### src/hdl/ashs_pkg.sv
// Shared constants for the sampling converter register block
package ashs_pkg;
  // Clock rates in kHz
  localparam int CLK_KHZ     = 10000;
  localparam int CRYSTAL_KHZ = 8000;
  localparam int MOD_KHZ     = CRYSTAL_KHZ / 2;

  // Register word indices, byte address is four times the index
  localparam logic [3:0] ADDR_ID     = 4'h0;
  localparam logic [3:0] ADDR_STATUS = 4'h1;
  localparam logic [3:0] ADDR_MODE   = 4'h2;
  localparam logic [3:0] ADDR_GAIN_A = 4'h3;
  localparam logic [3:0] ADDR_GAIN_B = 4'h4;
  localparam logic [3:0] ADDR_CONFIG = 4'h5;
  localparam logic [3:0] ADDR_CHCFG  = 4'h6;
  localparam logic [3:0] ADDR_CLOCK  = 4'h7;
  localparam logic [3:0] ADDR_DATA   = 4'h8;
  localparam logic [3:0] ADDR_CRC    = 4'h9;
  localparam logic [3:0] ADDR_IRQ_ST = 4'hA;
  localparam logic [3:0] ADDR_IRQ_MK = 4'hB;

  // Status fields
  localparam int STAT_READY_BIT = 0;
  localparam int STAT_RUN_BIT   = 1;
  // Mode fields
  localparam int MODE_CRC_BIT   = 0;
  localparam int MODE_WLEN_LSB  = 1;
  // Clock fields
  localparam int CLK_CH_LSB     = 0;
  localparam int CLK_OSC_BIT    = 8;
  localparam int CLK_OVS_LSB    = 9;
  // Interrupt event bits
  localparam int EV_READY_BIT   = 0;
  localparam int EV_OVERRUN_BIT = 1;

  // Reset values
  localparam logic [31:0] MODE_RESET  = 32'h0000_0002;
  localparam logic [31:0] GAIN_RESET  = 32'h0000_0000;
  localparam logic [31:0] CFG_RESET   = 32'h0000_0000;
  localparam logic [31:0] CHCFG_RESET = 32'h0000_0000;
  localparam logic [31:0] CLOCK_RESET = 32'h0000_45FF;

  // Word length codes
  localparam logic [1:0] WLEN_16   = 2'h0;
  localparam logic [1:0] WLEN_24   = 2'h1;
  localparam logic [1:0] WLEN_32Z  = 2'h2;
  // Oversampling: length is base shifted left by code
  localparam logic [14:0] OVS_BASE = 15'h0080;
  localparam logic [2:0]  OVS_512  = 3'h2;
  // Frame check polynomials and seed
  localparam logic [15:0] CRC_CCITT = 16'h1021;
  localparam logic [15:0] CRC_ANSI  = 16'h8005;
  localparam logic [15:0] CRC_SEED  = 16'hFFFF;
endpackage

### src/hdl/ashs_converter.sv
// Converter sampling core with register slave
`timescale 1ns/1ns

// Contract
// - Stopping the oscillator halts conversions; no samples appear while stopped.
// - Mode setting selects CCITT frame check and 24-bit words; the reset mode value here selects ANSI frame check and 24-bit words.
// - Ready line timed on laggard channel; high when empty, low when sample ready.
// - Enabling the oscillator last starts sampling.
// - Modulator is crystal halved; sample rate is modulator over oversampling ratio.
module ashs_converter #(
  parameter logic [31:0] DEVICE_ID = 32'h0000_A5C3 // Arbitrary value
) (
  // Clock and reset
  input  wire logic        clk,
  input  wire logic        reset,
  // Avalon-MM slave
  input  wire logic [3:0]  address,
  input  wire logic        read,
  input  wire logic        write,
  input  wire logic [31:0] writedata,
  input  wire logic [3:0]  byteenable,
  output logic      [31:0] readdata,
  output logic             waitrequest,
  // Converter pins
  input  wire logic        sync_reset_n,
  input  wire logic [23:0] analog_code,
  output logic             conversion_ready_n,
  // Interrupt
  output logic             irq
);
  // Pin synchronisers
  logic        sync_n_s1, sync_n_s2;
  logic [23:0] code_s1, code_s2;

  // Registers
  logic [31:0] mode_config, gain_config_a, gain_config_b;
  logic [31:0] config_reg, channel_config, clock_config;
  logic [31:0] irq_status, irq_mask;
  logic [23:0] sample;
  logic [15:0] crc_value;
  logic [13:0] mod_count;
  logic        ready;

  // Bus decode
  wire         req    = read || write;
  wire         accept = req && !waitrequest;
  wire         wr_acc = accept && write;
  wire         rd_acc = accept && read;
  wire  [31:0] bmask  = {{8{byteenable[3]}}, {8{byteenable[2]}},
                         {8{byteenable[1]}}, {8{byteenable[0]}}};
  wire         wr_mode  = wr_acc && (address == ashs_pkg::ADDR_MODE);
  wire         wr_gna   = wr_acc && (address == ashs_pkg::ADDR_GAIN_A);
  wire         wr_gnb   = wr_acc && (address == ashs_pkg::ADDR_GAIN_B);
  wire         wr_cfg   = wr_acc && (address == ashs_pkg::ADDR_CONFIG);
  wire         wr_chc   = wr_acc && (address == ashs_pkg::ADDR_CHCFG);
  wire         wr_clk   = wr_acc && (address == ashs_pkg::ADDR_CLOCK);
  wire         wr_ist   = wr_acc && (address == ashs_pkg::ADDR_IRQ_ST);
  wire         wr_imk   = wr_acc && (address == ashs_pkg::ADDR_IRQ_MK);
  wire         rd_data  = rd_acc && (address == ashs_pkg::ADDR_DATA);
  wire         soft_rst = !sync_n_s2;

  // Clock register fields
  wire  [7:0]  ch_enable = clock_config[ashs_pkg::CLK_CH_LSB +: 8];
  wire         osc_en    = clock_config[ashs_pkg::CLK_OSC_BIT];
  wire  [2:0]  ovs_code  = clock_config[ashs_pkg::CLK_OVS_LSB +: 3];
  wire  [14:0] ovs_len   = ashs_pkg::OVS_BASE << ovs_code;
  wire  [13:0] ovs_last  = 14'(ovs_len - 15'h0001);
  wire         run       = osc_en && (ch_enable != 8'h00) && !soft_rst;
  wire         ccitt     = mode_config[ashs_pkg::MODE_CRC_BIT];
  wire  [1:0]  wlen      = mode_config[ashs_pkg::MODE_WLEN_LSB +: 2];

  // Modulator enable: crystal halved, rescaled to the system clock
  logic mod_tick;
  ashs_frac_div #(
    .INC (ashs_pkg::MOD_KHZ),
    .MOD (ashs_pkg::CLK_KHZ)
  ) u_mod_div (
    .clk   (clk),
    .reset (reset),
    .run   (run),
    .tick  (mod_tick)
  );

  // One conversion per oversampling length of modulator ticks
  wire sample_tick = run && mod_tick && (mod_count >= ovs_last);

  // Frame check over one 24-bit word, MSB first
  function automatic logic [15:0] crc16(input logic [23:0] d, input logic sel);
    logic [15:0] c;
    logic [15:0] p;
    c = ashs_pkg::CRC_SEED;
    p = sel ? ashs_pkg::CRC_CCITT : ashs_pkg::CRC_ANSI;
    for (int i = 23; i >= 0; i--) begin
      c = (c[15] ^ d[i]) ? ({c[14:0], 1'b0} ^ p) : {c[14:0], 1'b0};
    end
    return c;
  endfunction

  // Data word shaped by the word length setting
  wire [31:0] data_word = (wlen == ashs_pkg::WLEN_16)  ? {16'h0000, sample[23:8]} :
                          (wlen == ashs_pkg::WLEN_24)  ? {8'h00, sample} :
                          (wlen == ashs_pkg::WLEN_32Z) ? {sample, 8'h00} :
                                                         {{8{sample[23]}}, sample};

  // Events and interrupt
  wire [31:0] events     = {30'h0, sample_tick && ready, sample_tick};
  wire [31:0] w1c        = wr_ist ? (writedata & bmask) : 32'h0000_0000;
  wire [31:0] next_irq_st = (irq_status & ~w1c) | events;
  wire        next_irq   = |(next_irq_st & irq_mask);

  // Read mux
  wire [31:0] status_word = {30'h0, run, ready};
  wire [31:0] next_rdata =
      (address == ashs_pkg::ADDR_ID)     ? DEVICE_ID :
      (address == ashs_pkg::ADDR_STATUS) ? status_word :
      (address == ashs_pkg::ADDR_MODE)   ? mode_config :
      (address == ashs_pkg::ADDR_GAIN_A) ? gain_config_a :
      (address == ashs_pkg::ADDR_GAIN_B) ? gain_config_b :
      (address == ashs_pkg::ADDR_CONFIG) ? config_reg :
      (address == ashs_pkg::ADDR_CHCFG)  ? channel_config :
      (address == ashs_pkg::ADDR_CLOCK)  ? clock_config :
      (address == ashs_pkg::ADDR_DATA)   ? data_word :
      (address == ashs_pkg::ADDR_CRC)    ? {16'h0000, crc_value} :
      (address == ashs_pkg::ADDR_IRQ_ST) ? irq_status :
      (address == ashs_pkg::ADDR_IRQ_MK) ? irq_mask : 32'h0000_0000;

  // Two-stage synchronisers for pins
  always_ff @(posedge clk or posedge reset) begin
    if (reset) begin
      sync_n_s1 <= 1'b1;
      sync_n_s2 <= 1'b1;
      code_s1   <= 24'h00_0000;
      code_s2   <= 24'h00_0000;
    end else begin
      sync_n_s1 <= sync_reset_n;
      sync_n_s2 <= sync_n_s1;
      code_s1   <= analog_code;
      code_s2   <= code_s1;
    end
  end

  // One wait state, then the access completes
  always_ff @(posedge clk or posedge reset) begin
    if (reset) begin
      waitrequest <= 1'b1;
      readdata    <= 32'h0000_0000;
    end else begin
      waitrequest <= !(req && waitrequest);
      if (req && waitrequest) begin
        readdata <= next_rdata;
      end
    end
  end

  // Configuration registers with byte lanes, returned to reset values by the sync pin
  always_ff @(posedge clk or posedge reset) begin
    if (reset) begin
      mode_config    <= ashs_pkg::MODE_RESET;
      gain_config_a  <= ashs_pkg::GAIN_RESET;
      gain_config_b  <= ashs_pkg::GAIN_RESET;
      config_reg     <= ashs_pkg::CFG_RESET;
      channel_config <= ashs_pkg::CHCFG_RESET;
      clock_config   <= ashs_pkg::CLOCK_RESET;
    end else if (soft_rst) begin
      mode_config    <= ashs_pkg::MODE_RESET;
      gain_config_a  <= ashs_pkg::GAIN_RESET;
      gain_config_b  <= ashs_pkg::GAIN_RESET;
      config_reg     <= ashs_pkg::CFG_RESET;
      channel_config <= ashs_pkg::CHCFG_RESET;
      clock_config   <= ashs_pkg::CLOCK_RESET;
    end else begin
      if (wr_mode) mode_config <= (mode_config & ~bmask) | (writedata & bmask);
      if (wr_gna) gain_config_a <= (gain_config_a & ~bmask) | (writedata & bmask);
      if (wr_gnb) gain_config_b <= (gain_config_b & ~bmask) | (writedata & bmask);
      if (wr_cfg) config_reg <= (config_reg & ~bmask) | (writedata & bmask);
      if (wr_chc) channel_config <= (channel_config & ~bmask) | (writedata & bmask);
      if (wr_clk) clock_config <= (clock_config & ~bmask) | (writedata & bmask);
    end
  end

  // Oversampling counter, held at zero while stopped
  always_ff @(posedge clk or posedge reset) begin
    if (reset) begin
      mod_count <= 14'h0000;
    end else if (!run) begin
      mod_count <= 14'h0000;
    end else if (mod_tick) begin
      mod_count <= (mod_count >= ovs_last) ? 14'h0000 : 14'(mod_count + 14'h0001);
    end
  end

  // Capture sample and frame check; all channels share one instant
  always_ff @(posedge clk or posedge reset) begin
    if (reset) begin
      sample    <= 24'h00_0000;
      crc_value <= 16'h0000;
    end else if (sample_tick) begin
      sample    <= code_s2;
      crc_value <= crc16(code_s2, ccitt);
    end
  end

  // Ready flag: new sample sets it and wins over the data read
  always_ff @(posedge clk or posedge reset) begin
    if (reset) begin
      ready              <= 1'b0;
      conversion_ready_n <= 1'b1;
    end else begin
      ready              <= sample_tick || (ready && !rd_data && !soft_rst);
      conversion_ready_n <= !(sample_tick || (ready && !rd_data && !soft_rst));
    end
  end

  // Sticky events, write one to clear, mask onto the interrupt
  always_ff @(posedge clk or posedge reset) begin
    if (reset) begin
      irq_status <= 32'h0000_0000;
      irq_mask   <= 32'h0000_0000;
      irq        <= 1'b0;
    end else begin
      irq_status <= next_irq_st;
      if (wr_imk) irq_mask <= (irq_mask & ~bmask) | (writedata & bmask);
      irq        <= next_irq;
    end
  end

  // Helper: cycles since the last conversion under a steady setting
  logic [15:0] gap;
  logic        gap_ok;
  always_ff @(posedge clk or posedge reset) begin
    if (reset) begin
      gap    <= 16'h0000;
      gap_ok <= 1'b0;
    end else begin
      gap    <= sample_tick ? 16'h0000 : 16'(gap + 16'h0001);
      gap_ok <= run && !wr_clk && (gap_ok || sample_tick);
    end
  end

  // Stopped oscillator gives no conversions
  stopped_no_sample_a: assert property (@(posedge clk) disable iff (reset)
    !osc_en |-> !sample_tick ##1 (!mod_tick && mod_count == 14'h0000))
    else $error("conversion while oscillator stopped");

  // Ready line falls the cycle after a conversion
  ready_falls_a: assert property (@(posedge clk) disable iff (reset)
    sample_tick |=> !conversion_ready_n && ready)
    else $error("ready line not low after conversion");

  // Ready line rises after the data word is read
  ready_rises_a: assert property (@(posedge clk) disable iff (reset)
    rd_data && !sample_tick |=> conversion_ready_n && !ready)
    else $error("ready line not high after data read");

  // Ready line stays high with no conversion pending
  ready_idle_a: assert property (@(posedge clk) disable iff (reset)
    conversion_ready_n && !sample_tick |=> conversion_ready_n)
    else $error("ready line fell without conversion");

  // Frame check matches captured word
  frame_check_a: assert property (@(posedge clk) disable iff (reset)
    sample_tick |=> crc_value == crc16(sample, $past(ccitt)))
    else $error("frame check mismatch");

  // Ratio 512 at 4 MHz gives 1280 system clocks per conversion
  sample_rate_a: assert property (@(posedge clk) disable iff (reset)
    sample_tick && gap_ok && ovs_code == ashs_pkg::OVS_512 |-> gap == 16'd1279)
    else $error("conversion period wrong for ratio 512");

  // Enabling the oscillator starts conversions promptly
  osc_start_a: assert property (@(posedge clk) disable iff (reset)
    $rose(run) && ovs_code == 3'h0 |-> ##[300:330] sample_tick)
    else $error("no conversion after oscillator enable");

  // Ratio 128 at 4 MHz gives 320 system clocks per conversion
  sample_rate_short_a: assert property (@(posedge clk) disable iff (reset)
    sample_tick && gap_ok && ovs_code == 3'h0 |-> gap == 16'h013F)
    else $error("conversion period wrong for ratio 128");

  // Oversampling counter steps once per modulator tick
  count_step_a: assert property (@(posedge clk) disable iff (reset)
    run && mod_tick && mod_count < ovs_last |=> mod_count == 14'($past(mod_count) + 14'h0001))
    else $error("oversampling counter did not step");

  // Sync pin clears the ready line and the counter
  soft_clear_a: assert property (@(posedge clk) disable iff (reset)
    soft_rst |=> conversion_ready_n && !ready && mod_count == 14'h0000)
    else $error("sync pin did not clear conversion state");

  // Captured word and frame check hold between conversions
  frame_hold_a: assert property (@(posedge clk) disable iff (reset)
    !sample_tick |=> $stable(crc_value) && $stable(sample))
    else $error("captured word changed without conversion");

  // Conversion and overrun events are latched
  event_latch_a: assert property (@(posedge clk) disable iff (reset)
    sample_tick |=> irq_status[ashs_pkg::EV_READY_BIT] && (irq_status[ashs_pkg::EV_OVERRUN_BIT] || !$past(ready)))
    else $error("conversion event not latched");
endmodule // ashs_converter

### src/hdl/ashs_frac_div.sv
// Fractional clock-enable divider
`timescale 1ns/1ns
module ashs_frac_div #(
  parameter int INC = 4,
  parameter int MOD = 10
) (
  // Clock and reset
  input  wire logic clk,
  input  wire logic reset,
  // Control
  input  wire logic run,
  // Enable pulse
  output logic      tick
);
  localparam logic [15:0] INC_W = 16'(INC);
  localparam logic [15:0] MOD_W = 16'(MOD);

  logic [15:0] acc;
  wire  [15:0] sum  = acc + INC_W;
  wire         wrap = (sum >= MOD_W);

  // Average rate INC/MOD of clk, cleared while stopped
  always_ff @(posedge clk or posedge reset) begin
    if (reset) begin
      acc  <= 16'h0000;
      tick <= 1'b0;
    end else begin
      acc  <= !run ? 16'h0000 : (wrap ? 16'(sum - MOD_W) : sum);
      tick <= run && wrap;
    end
  end
endmodule // ashs_frac_div

### config.mk
export PLATFORM = sky130hd
export DESIGN_NAME = ashs_converter
export DESIGN_NICKNAME = d
export VERILOG_FILES = /design/src/hdl/ashs_pkg.sv /design/src/hdl/ashs_converter.sv /design/src/hdl/ashs_frac_div.sv
export SDC_FILE = /design/constraint.sdc
export NUM_CORES = 1
export LEC_CHECK = 0
export BUFFER_PORTS_ARGS = -buffer_cell sky130_fd_sc_hd__buf_2
export CAP_MARGIN = 20
export CORE_ASPECT_RATIO = 1.25
export CORE_UTILIZATION = 25
export CTS_CLUSTER_SIZE = 8
export DETAILED_ROUTE_END_ITERATION = 8
export GPL_TIMING_DRIVEN = 1
export HOLD_SLACK_MARGIN = 0.12
export SETUP_SLACK_MARGIN = 0.05
export SLEW_MARGIN = 10
export SYNTH_ARGS = -nofsm -noshare
export SYNTH_HDL_FRONTEND = slang
export SYNTH_SLANG_ARGS = --single-unit
### constraint.sdc
create_clock -name clk -period 13.4 [get_ports clk]
set_input_delay 0.67 -clock clk [delete_from_list [all_inputs] [get_ports clk]]
set_output_delay 0.67 -clock clk [all_outputs]
set_load 0.02 [all_outputs]
**After elaboration in Yosys (flattened, before gate mapping)**

Index checks and enable logic that the tools add are counted.

- Register bits: 413
- Input port bits: 69
- Output and inout port bits: 35

- $add $sub $neg: 4
- $lt $le $gt $ge: 2
- Equal/unequal tests: 20
- Shift-type cells: 1
- Mux-type cells: 58
- Bitwise operators: 67
- Reductions and logical operators: 31

Operators by type and width:

| cell | count |
|---|---|
| $mux 32 | 27 |
| $mux 16 | 27 |
| $xor 16x16->16 | 23 |
| $and 32x32->32 | 10 |
| $or 32x32->32 | 7 |
| $not 32->32 | 2 |
| $mux 14 | 3 |
| $or 32x2->32 | 1 |
| $reduce_or 32->1 | 1 |
| $mux 31 | 1 |
| $xor 1x1->1 | 23 |
| $logic_and 1x1->1 | 21 |
| $add 16x12->16 const B | 1 |
| $eq 4x3->1 const B | 4 |
| $eq 4x4->1 const B | 4 |
| $ge 16x14->1 const B | 1 |
| $sub 16x14->16 const B | 1 |
| $not 15->15 | 1 |
| $add 14x1->14 const B | 1 |
| $ge 14x14->1 | 1 |
| $ne 2x1->1 const B | 7 |
| $shl 8x3->14 const A | 1 |
| $sub 14x1->14 const B | 1 |
| $eq 4x2->1 const B | 2 |
| other kinds (8) | 12 |

**Longest topological paths before layout**

Gate-level depths: netlist (run 1).

- Word-level depth: 49
- Gate-level depth with buffers: 21
- Depth with buffers taken out: 18

**Cells and area by module**

A second synthesis (run 1) with hierarchy kept.

- Cells, all modules: 2122
- Area, all modules: 21192.8 um^2

By module, submodules not included:

| module | times used | cells an instance | area an instance (um^2) | sequential area each (um^2) |
|---|---|---|---|---|
| ashs_converter | 1 | 1986 | 19980.4 | 9929.5 |
| ashs_frac_div | 1 | 136 | 1212.4 | 325.3 |

**Worst setup path after synthesis (run 1)**

Ideal clock, no wire load.

- Path type: reg-to-reg
- Start: register mode_config[0]
- End: register crc_value[15]
- Setup time: 0.125 ns
- Arrival: 5.604 ns
- Data required time: 13.275 ns
- Slack: 7.672 ns
- Cell stages (with the launch flop): 21
- Buffers on the path: 2
- Period minus slack after synthesis: 5.728 ns
- Cell sequence: dfrtp_1 clkinv_1 clkbuf_1 buf_4 ha_1 xnor2_1 ha_1 xor2_1 inv_1 ha_1 xor3_2 or3_4 nand2_4 mux2i_2 xnor2_4 xnor3_2 a21oi_4 xnor3_2 xnor3_1 mux2i_1 mux2_2

- Cells in the longest elaborated chain, start to end: 49
- Elaborated cells between the ends (all ways): 72
- Those cells by class: 25 x mux; 47 x bitwise

RTL lines:

| element | RTL line | RTL |
|---|---|---|
| from (decl) | ashs_converter.sv:36 | `logic [31:0] mode_config, gain_config_a, gain_config_b;` |
| from (signal assigned) | ashs_converter.sv:158 | `mode_config <= ashs_pkg::MODE_RESET;` |
| from (signal assigned) | ashs_converter.sv:165 | `mode_config <= ashs_pkg::MODE_RESET;` |
| from (signal assigned) | ashs_converter.sv:172 | `if (wr_mode) mode_config <= (mode_config & ~bmask) \| (writedata & bmask);` |
| $mux 16 * | ashs_converter.sv:92 | `p = sel ? ashs_pkg::CRC_CCITT : ashs_pkg::CRC_ANSI;` |
| $not 15->15 (no source line) | - |  |
| $mux 16 | ashs_converter.sv:94 | `c = (c[15] ^ d[i]) ? ({c[14:0], 1'b0} ^ p) : {c[14:0], 1'b0};` |
| $xor 1x1->1 or $xor 16x16->16 (tied branches) | ashs_converter.sv:94 |  |
| $mux 16 | ashs_converter.sv:94 |  |
| $xor 16x16->16 or $xor 1x1->1 (tied branches) | ashs_converter.sv:94 |  |
| $mux 16 | ashs_converter.sv:94 |  |
| $xor 16x16->16 or $xor 1x1->1 (tied branches) | ashs_converter.sv:94 |  |
| (+33 left out) | - |  |
| $xor 16x16->16 or $xor 1x1->1 (tied branches) | ashs_converter.sv:94 |  |
| $mux 16 | ashs_converter.sv:94 |  |
| $xor 16x16->16 or $xor 1x1->1 (tied branches) | ashs_converter.sv:94 |  |
| $mux 16 | ashs_converter.sv:94 |  |
| $xor 16x16->16 or $xor 1x1->1 (tied branches) | ashs_converter.sv:94 |  |
| $mux 16 | ashs_converter.sv:94 |  |
| $xor 16x16->16 or $xor 1x1->1 (tied branches) | ashs_converter.sv:94 |  |
| $mux 16 * | ashs_converter.sv:94 |  |
| to (signal assigned) | ashs_converter.sv:199 | `crc_value <= crc16(code_s2, ccitt);` |
| to (decl) | ashs_converter.sv:40 | `logic [15:0] crc_value;` |

Every way passes the cells marked *; elsewhere a longest branch is shown, timed or not.
A chain may end at the register's enable or synchronous reset.

**Worst setup path after layout (run 1)**

- Start: register code_s2[23]
- End: register crc_value[15]

- Cells in the longest elaborated chain, start to end: 47
- Elaborated cells between the ends (all ways): 70
- Those cells by class: 24 x mux; 46 x bitwise

RTL lines:

| element | RTL line | RTL |
|---|---|---|
| from (decl) | ashs_converter.sv:33 | `logic [23:0] code_s1, code_s2;` |
| from (signal assigned) | ashs_converter.sv:138 | `code_s2 <= code_s1;` |
| $mux 16 * | ashs_converter.sv:94 |  |
| $xor 16x16->16 or $xor 1x1->1 (tied branches) | ashs_converter.sv:94 |  |
| $mux 16 * | ashs_converter.sv:94 |  |
| $xor 16x16->16 or $xor 1x1->1 (tied branches) | ashs_converter.sv:94 |  |
| $mux 16 * | ashs_converter.sv:94 |  |
| $xor 16x16->16 or $xor 1x1->1 (tied branches) | ashs_converter.sv:94 |  |
| $mux 16 * | ashs_converter.sv:94 |  |
| $xor 16x16->16 or $xor 1x1->1 (tied branches) | ashs_converter.sv:94 |  |
| (+31 left out) | - |  |
| $xor 16x16->16 or $xor 1x1->1 (tied branches) | ashs_converter.sv:94 |  |
| $mux 16 * | ashs_converter.sv:94 |  |
| $xor 16x16->16 or $xor 1x1->1 (tied branches) | ashs_converter.sv:94 |  |
| $mux 16 * | ashs_converter.sv:94 |  |
| $xor 16x16->16 or $xor 1x1->1 (tied branches) | ashs_converter.sv:94 |  |
| $mux 16 * | ashs_converter.sv:94 |  |
| $xor 16x16->16 or $xor 1x1->1 (tied branches) | ashs_converter.sv:94 |  |
| $mux 16 * | ashs_converter.sv:94 |  |

Marked as above.

==> impl_metrics.tcl, run 1 <==
set metrics [dict create \
    outcome "finished clean" \
    synthTopCellsByArea "dfrtp_1 48%, nand2_1 4.7%, a32o_1 4.7%" \
    clock_latency_ns 0.65 \
    grt_pass1_wl_um 99100 \
    synth_edf_count 0 \
    firstDrtPassIters 6 \
    crit_chain "inv_1 > ha_1 > xnor2_1 > ha_1 > xor2_1 > inv_1 > ha_1 > xnor2_1 > a211oi_1 > or2_1 > a21oi_1 > xnor3_1 > xnor3_2 > a21oi_4 > xnor3_2 > xnor3_1 > mux2i_1 > mux2_2" \
    initialDrtViolationCount 1361 \
    die_h_um 322 \
    fp.dieW_um 258 \
    port_buffers 103 \
    finClkSkew_ns 0.0762 \
    worst_pin_slew_ns 1.16 \
    pwr-share-clk 0.380 \
    num_vias 15800 \
    path_common_cell "ha_1" \
    cts_tree "built" \
    drt_wl_total_um 65100 \
    setup_ws_ns 7.67 \
    via_per_inst 5.06 \
    place_inst 3015 \
    post-synth-top-area-cell "dfrtp_1" \
    crit_family "XOR/XNOR gates" \
    area_delta_synth_final_pct 15.8 \
    synth_ff_type "dfrtp_1" \
    layout-drive-gt1-share 0.148 \
    rows 117 \
    cts-htree-levels 2 \
    grt_max_degree 176 \
    wl_per_cell_um 20.8 \
    cts_buffers 57 \
    yosys_warnings 0 \
    synth-seq-area-share 0.500 \
    rsz0062_at_grt "no" \
    synth_fp_nets 2058 \
    cts_root_buf "clkbuf_16" \
    synth_top_area_share 0.480 \
    drtAntennaViolNets 0 \
    crit_buf_inv 2 \
    cellLeakagePower_nw 10.0 \
    drv_cap 0 \
    slew_viol_final 0 \
    required_ns 13.86 \
    netlist_area_mm2 0.0205 \
    clock.fmax_mhz 175 \
    pre_cts_slack_ns 7.72 \
    ioPinCount 104 \
    drc 0 \
    dp_hpwl_um 44400 \
    worstSetupEndpointType "flop" \
    slowest_delay_ns 0.52 \
    grtUsageTotal 0.155 \
    ys_ff_latch 409 \
    final_nets 2093 \
    slew_headroom 0.221 \
    fillers 8492 \
    start_util 0.252 \
    power_frac_comb 0.246 \
    core_area_mm2 0.0812 \
    internal_power_mw 2.50 \
    synthArstFlopShare 1.00 \
    synth_cell_types 72 \
    hp-class "in -> async" \
    grt_overflow 0 \
    antenna_found_initial 8 \
    tns_ns 0 \
    period_share 0.428 \
    p_sw_mw 1.08 \
    finalHoldViolCount 0 \
    critPathKind "reg -> reg" \
    yosysMostFrequentCell "dfrtp_1" \
    startpoint_type "flop" \
    cts.sinks 409 \
    holdBufCountCts 1 \
    finalCriticalPeriod_ns 5.73 \
    power.total_mw 3.59 \
    clkTransAtPathRegs_ns 0.05 \
    ir_drop_uv 107 \
    setup-violations-final 0 \
    postCtsSetupRepairBufs 0 \
    synth_commonest_cells "393 x dfrtp_1, 259 x nand2_1, 121 x clkbuf_1" \
    seqPwrFrac 0.374 \
    syn_area_per_cell_um2 10.4 \
    cp_data_arrival_time_ns 6.19 \
    cts_buffer_depth 3 \
    p_sw_frac 0.302 \
    path_max_fanout 7 \
    die_area_mm2 0.0831 \
    final_cells 3124 \
    powerDensity_mw_per_mm2 151 \
    cp_slowest_cell "dfrtp_1" \
    cts_resized 0 \
    gp_congestion 0.866 \
    syn_inst 1970 \
    grt_pass1_vias 15500 \
]
-- per-layer routing --
layer	vias to the layer above	GRT usage	part of all wire
li1	7202	-	-
met1	7963	0.198	0.42
met2	511	0.255	0.48
met3	128	0.0363	0.069
met4	4	0.0542	0.031
met5	-	0	0.00041
-- worst paths after layout --
check / from / endpoint / slack [ns] / cells after the start
worst max-delay path: code_s2[23] / crc_value[15] / 7.67 / 18
worst min-delay path: reset / irq / 0.15 / 2
worst max register to register: code_s2[23] / crc_value[15] / 7.67 / 18
worst min register to register: code_s1[0] / code_s2[0] / 0.34 / 0
max in group asynchronous: reset / clock_config[30] / 11.74 / 3
min in group clk: analog_code[8] / code_s1[8] / 0.16 / 1
-- cell type report --
cell class / count / area, µm² / share of cell area
Inverter: 34 / 135 / 0.00569
Timing Repair Buffer: 135 / 771 / 0.0325
Tap cell: 1071 / 1340 / 0.0565
Sequential cell: 409 / 10300 / 0.432
Multi-Input combinational cell: 1368 / 9530 / 0.402
Antenna cell: 3 / 7.51 / 0.000316
Clock inverter: 5 / 100 / 0.00422
Clock buffer: 99 / 1580 / 0.0668
-- stage by stage --
step                hold WS (ns)  instance area, µm²  utilization
floorplan                  0.331               20500            -
global placement           0.332               22000        0.271
detailed placement         0.335               22000        0.271
CTS                        0.125               23700        0.292
global route               0.136               23700        0.292
finish                     0.151               23700        0.292
-- power groups by stage --
stage	clock network (mW)	registers [mW]	logic (mW)
after floorplan	0	1.35	0.715
after global placement	0	1.36	0.874
after detailed placement	0	1.36	0.885
after CTS	1.40	1.34	0.889
after global routing	1.45	1.35	0.957
final	1.36	1.34	0.882
-- worst register-to-register path, cell delays in order, from the launching register on --
cell and delay, ns:
dfrtp_1 0.52, inv_1 0.13, ha_1 0.26, xnor2_1 0.39
ha_1 0.25, xor2_1 0.31, inv_1 0.11, ha_1 0.28
xnor2_1 0.40, a211oi_1 0.18, or2_1 0.31, a21oi_1 0.33
xnor3_1 0.43, xnor3_2 0.28, a21oi_4 0.28, xnor3_2 0.51
xnor3_1 0.29, mux2i_1 0.07, mux2_2 0.26
-- kinds of logic (layout without fill, tap and decap cells) --
| kind of cell | after synthesis | after routing | share of synthesized area |
|---|---|---|---|
| AOI/OAI and AO/OA | 561 | 561 | 0.201 |
| xor gates and xnor gates | 128 | 128 | 0.0702 |
| adders and majority gates | 19 | 19 | 0.0116 |
| buffers and inverters | 193 | 273 | 0.0361 |
| DFF | 409 | 409 | 0.500 |
| muxes | 117 | 117 | 0.0613 |
| other | 0 | 3 | 0 |
| and+or+nand+nor | 543 | 543 | 0.119 |
-- cells in the final DEF, fill, tap and decap left out, types with 35 or more instances in the layout --
master / synthesis / layout
o21ai_0: 115 / 115
xnor2_1: 71 / 71
o21a_1: 43 / 43
nand3_1: 74 / 73
buf_2: 3 / 103
dfrtp_1: 393 / 393
clkbuf_1: 121 / 42
mux2_2: 65 / 65
clkbuf_16: 0 / 57
nor2_1: 96 / 88
a32o_1: 96 / 96
mux2i_1: 51 / 51
nand2_1: 259 / 259
a21oi_1: 75 / 75
a21boi_0: 61 / 61
xor2_1: 35 / 35
No activity file was read; power rests on OpenSTA's default activity.
==> run 2, diff against run 1 <==
==> constraint.sdc (replaced) <==
create_clock -name clk -period 5.6 [get_ports clk]
set_input_delay 0.28 -clock clk [delete_from_list [all_inputs] [get_ports clk]]
set_output_delay 0.28 -clock clk [all_outputs]
set_load 0.02 [all_outputs]
==> impl_metrics.tcl, run 2 (synthesis results as in run 1) <==
set metrics [dict create \
    antenna_found_initial 6 \
    clock.fmax_mhz 192 \
    grt_pass1_vias 15900 \
    cts.sinks 409 \
    clkTransAtPathRegs_ns 0.05 \
    p_sw_frac 0.299 \
    fillers 8374 \
    die_h_um 322 \
    pre_cts_slack_ns 0.268 \
    ioPinCount 104 \
    finalCriticalPeriod_ns 5.20 \
    area_delta_synth_final_pct 19.1 \
    layout-drive-gt1-share 0.150 \
    setup_ws_ns 0.404 \
    grtUsageTotal 0.156 \
    rsz0062_at_grt "no" \
    drv_cap 0 \
    die_area_mm2 0.0831 \
    cts-htree-levels 2 \
    cts_buffer_depth 3 \
    clock_latency_ns 0.63 \
    dp_hpwl_um 44500 \
    drc 0 \
    core_area_mm2 0.0812 \
    p_sw_mw 2.59 \
    grt_max_degree 169 \
    ff2ff_path_depth 18 \
    cellLeakagePower_nw 10.3 \
    period_share 0.928 \
    worst_pin_slew_ns 1.11 \
    power_frac_comb 0.250 \
    whs_ns 0.260 \
    seqPwrFrac 0.371 \
    rows 117 \
    firstDrtPassIters 6 \
    drt_wl_total_um 65600 \
    path_max_fanout 7 \
    critPathKind "reg -> reg" \
    initialDrtViolationCount 1694 \
    fp.dieW_um 258 \
    r2r-start "code_s2[23]" \
    port_buffers 103 \
    cts_buffers 58 \
    power.total_mw 8.67 \
    grt_overflow 0 \
    powerDensity_mw_per_mm2 355 \
    outcome "finished clean" \
    num_vias 16100 \
    rrSetupSlack_ns 0.40 \
    timing.rr.end "crc_value[15]" \
    final_cells 3186 \
    via_per_inst 5.06 \
    internal_power_mw 6.07 \
    place_inst 3022 \
    drtAntennaViolNets 0 \
    wl_per_cell_um 20.6 \
    hp-class "in -> async" \
    mostFrequentLayoutCells "392 x dfrtp_1, 259 x nand2_1, 115 x o21ai_0" \
    finClkSkew_ns 0.0545 \
    worstSetupEndpointType "flop" \
    startpoint_type "flop" \
    slew_headroom 0.255 \
    slew_viol_final 0 \
    cts_tree "built" \
    cp_data_arrival_time_ns 5.67 \
    grt_pass1_wl_um 101000 \
    pwr-share-clk 0.380 \
    cts_root_buf "clkbuf_16" \
    required_ns 6.07 \
    gp_congestion 0.885 \
    start_util 0.252 \
    finalHoldViolCount 0 \
    critPathCapture "crc_value[15]" \
    final_nets 2161 \
    critPathLaunch "code_s2[23]" \
    setup-violations-final 0 \
    ir_drop_uv 245 \
    final_common_cell "dfrtp_1" \
]
[run 2: cell type report]
| cell class | count | area, µm² | share of cell area |
|---|---|---|---|
| clock inverters | 4 | 65.1 | 0.00267 |
| diodes | 2 | 5.00 | 0.000205 |
| inverters | 34 | 133 | 0.00543 |
| flip-flops and latches | 409 | 10300 | 0.420 |
| multi-input cells | 1368 | 9540 | 0.391 |
| repair buffers | 202 | 1430 | 0.0588 |
| clock buffers | 96 | 1630 | 0.0666 |
| well taps | 1071 | 1340 | 0.0549 |
[run 2: critical path: stages, from the launching register on]
cell	delay (ns)
dfrtp_2	0.45
inv_1	0.10
ha_1	0.26
xnor2_2	0.24
ha_1	0.20
xor2_1	0.18
inv_1	0.08
ha_1	0.26
xor3_2	0.33
or3_4	0.42
nand2_4	0.09
mux2i_2	0.36
xnor2_4	0.20
xnor3_2	0.51
a21oi_4	0.27
xnor3_2	0.50
xnor3_1	0.30
mux2i_1	0.06
mux2_2	0.26
[run 2: power by group through the flow]
stage	logic, mW	registers [mW]	clock network [mW]
2_1_floorplan	1.71	3.23	0
3_3_place_gp	2.10	3.26	0
3_5_place_dp	2.13	3.26	0
4_1_cts	2.18	3.21	3.37
5_1_grt	2.37	3.23	3.49
6_report	2.16	3.21	3.29
[run 2: worst min-delay path by stage]
stage	end	slack, ns	cells after the start
after floorplan	sync_n_s1	0.28	0
after global placement	code_s2[7]	0.32	2
after detailed placement	code_s2[3]	0.33	2
after CTS	readdata[10]	0.25	3
after global routing	readdata[10]	0.29	3
final	crc_value[15]	0.26	3
[run 2: timing repair]
item                                   in CTS  in global routing
hold buffers                               60                  0
resized for setup                           0                  1
endpoints found under the hold margin     292                  0
buffers inserted                            0                  2
setup endpoints to repair                   0                  2
[run 2: stage by stage]
step | util | area (µm²) | setup TNS, ns
floorplan | - | 20500 | -70.19
CTS | 0.300 | 24400 | 0
global placement | 0.272 | 22100 | 0
global route | 0.300 | 24400 | 0
detailed placement | 0.272 | 22100 | 0
finish | 0.300 | 24400 | 0
[run 2: routing by layer]
layer  track usage  up-vias  wire [µm]
met3        0.0275      130       4050
met2         0.260      554      31700
met4        0.0556        4       1950
li1              -     7317          -
met5             0        -         28
met1         0.203     8102      27900
==> run 3, diff against run 2 <==
--- a/config.mk
+++ b/config.mk
@@ -7,12 +7,15 @@
 export LEC_CHECK = 0
 export BUFFER_PORTS_ARGS = -buffer_cell sky130_fd_sc_hd__buf_2
 export CAP_MARGIN = 20
+export CELL_PAD_IN_SITES_DETAIL_PLACEMENT = 1
+export CELL_PAD_IN_SITES_GLOBAL_PLACEMENT = 2
 export CORE_ASPECT_RATIO = 1.25
 export CORE_UTILIZATION = 25
 export CTS_CLUSTER_SIZE = 8
 export DETAILED_ROUTE_END_ITERATION = 8
 export GPL_TIMING_DRIVEN = 1
 export HOLD_SLACK_MARGIN = 0.12
+export PLACE_DENSITY_LB_ADDON = 0.1
 export SETUP_SLACK_MARGIN = 0.05
 export SLEW_MARGIN = 10
 export SYNTH_ARGS = -nofsm -noshare
==> impl_metrics.tcl, run 3 (synthesis results as in run 1) <==
set metrics [dict create \
    outcome "finished clean" \
    path_max_fanout 7 \
    whs_ns 0.175 \
    die_area_mm2 0.0831 \
    gp_congestion 0.815 \
    grt_pass1_wl_um 122000 \
    required_ns 6.10 \
    use_met2 0.354 \
    cp_slowest_cell "dfrtp_1" \
    hold_depth 3 \
    setup_ws_ns 0.366 \
    die_h_um 322 \
    powerDensity_mw_per_mm2 359 \
    cts-htree-levels 2 \
    dp_hpwl_um 55900 \
    grt_use_met1 0.246 \
    start_util 0.252 \
    clock_latency_ns 0.63 \
    firstDrtPassIters 5 \
    busiest_layer "met2" \
    slew_headroom 0.298 \
    cts_root_buf "clkbuf_16" \
    layout-drive-gt1-share 0.154 \
    path_common_cell "ha_1" \
    cellLeakagePower_nw 10.3 \
    drt_wl_total_um 81700 \
    fp.dieW_um 258 \
    grtUsageTotal 0.198 \
    rrSetupSlack_ns 0.37 \
    slowest_delay_ns 0.50 \
    grt_overflow 0 \
    hold_end "config_reg[10]" \
    startpoint_type "flop" \
    finalHoldViolCount 0 \
    final_common_cell "dfrtp_1" \
    wl_per_cell_um 25.6 \
    place_inst 3033 \
    mostFrequentLayoutCells "393 x dfrtp_1, 259 x nand2_1, 115 x o21ai_0" \
    cts_buffers 58 \
    grt_pass1_vias 17500 \
    rows 117 \
    grtUsageMet3 0.0286 \
    core_area_mm2 0.0812 \
    worstSetupEndpointType "flop" \
    ff2ff_path_depth 18 \
    timing.rr.end "crc_value[15]" \
    slew_viol_final 0 \
    via_per_inst 5.10 \
    drtAntennaViolNets 0 \
    rsz0062_at_grt "no" \
    clock.fmax_mhz 191 \
    cts.sinks 409 \
    cts_tree "built" \
    power.total_mw 8.77 \
    crit_buf_inv 2 \
    crit_family "XOR/XNOR gates" \
    final_nets 2168 \
    worst_pin_slew_ns 1.05 \
    cp_data_arrival_time_ns 5.73 \
    area_delta_synth_final_pct 19.2 \
    port_buffers 103 \
    ioPinCount 104 \
    grt_max_degree 145 \
    drc 0 \
    drv_cap 0 \
    fillers 9092 \
    setup-violations-final 0 \
    regArea_mm2 0.0103 \
    min_from "byteenable[1]" \
    num_vias 16200 \
    multi_input_area_mm2 0.00958 \
    period_share 0.935 \
    ir_drop_uv 266 \
    tns_ns 0 \
    clkTransAtPathRegs_ns 0.06 \
    n_antenna_cell 0 \
    final_cells 3185 \
    initialDrtViolationCount 976 \
    antenna_found_initial 4 \
    finalCriticalPeriod_ns 5.23 \
    hp-class "in -> reg" \
    pre_cts_slack_ns 0.195 \
    cts_buffer_depth 3 \
    crit_chain "inv_1 > ha_1 > xnor2_2 > ha_1 > xor2_1 > inv_1 > ha_1 > xor3_2 > or3_4 > nand2_4 > mux2i_4 > xnor2_4 > xnor3_2 > a21oi_4 > xnor3_2 > xnor3_1 > mux2i_1 > mux2_2" \
    critPathKind "reg -> reg" \
    finClkSkew_ns 0.0169 \
    r2r-start "code_s2[23]" \
]
## run 3: cell types whose count changed in the layout (fill, tap and decap cells not counted), moves of 2 or more
cell,delta
buf_4,+9
clkbuf_1,-4
diode_2,-2
dlygate4sd3_1,-2
nor2_2,-2
nor2_4,+2
## run 3: final cells by class
class | instances | share of cell area
Clock inverter | 2 | 0.000666
Sequential cell | 409 | 0.420
Inverter | 34 | 0.00543
Tap cell | 1071 | 0.0548
Timing Repair Buffer | 209 | 0.0612
Clock buffer | 92 | 0.0659
Multi-Input combinational cell | 1368 | 0.392
## run 3: worst max path at each step
stage | start | end | slack (ns) | cells past startpoint
6_report | code_s2[23] | crc_value[15] | 0.37 | 18
5_1_grt | code_s2[23] | crc_value[15] | 0.08 | 18
4_1_cts | code_s2[23] | crc_value[15] | 0.16 | 18
3_5_place_dp | code_s2[23] | crc_value[15] | 0.19 | 18
3_3_place_gp | code_s2[23] | crc_value[15] | 0.37 | 18
2_1_floorplan | reset | channel_config[0] | -0.18 | 1
## run 3: where the power goes
group	switching, mW	internal (mW)
registers	0.142	3.08
logic	1.21	1.03
clock network	1.37	1.93
total	2.73	6.05
## run 3: timing repair
action                                  CTS  global route
buffers inserted                          0             0
resized for setup                         0             2
hold buffers                             58             0
hold endpoints to repair                303             0
endpoints found under the setup margin    0             2
## run 3: tightest hold or removal path, cell delays in order
cell      delay (ns)
buf_2           0.25
nand3_1         0.14
a21boi_0        0.07
## run 3: through the flow
step / area (µm²) / util
floorplan: 20500 / -
global placement: 22200 / 0.273
detailed placement: 22200 / 0.273
CTS: 24400 / 0.301
global route: 24400 / 0.301
finish: 24400 / 0.301
## run 3: layer usage
| layer | vias up | routed length (µm) |
|---|---|---|
| met3 | 109 | 3020 |
| met1 | 8488 | 34700 |
| met2 | 308 | 42000 |
| li1 | 7323 | - |
| met4 | 4 | 1990 |
| met5 | - | 27 |
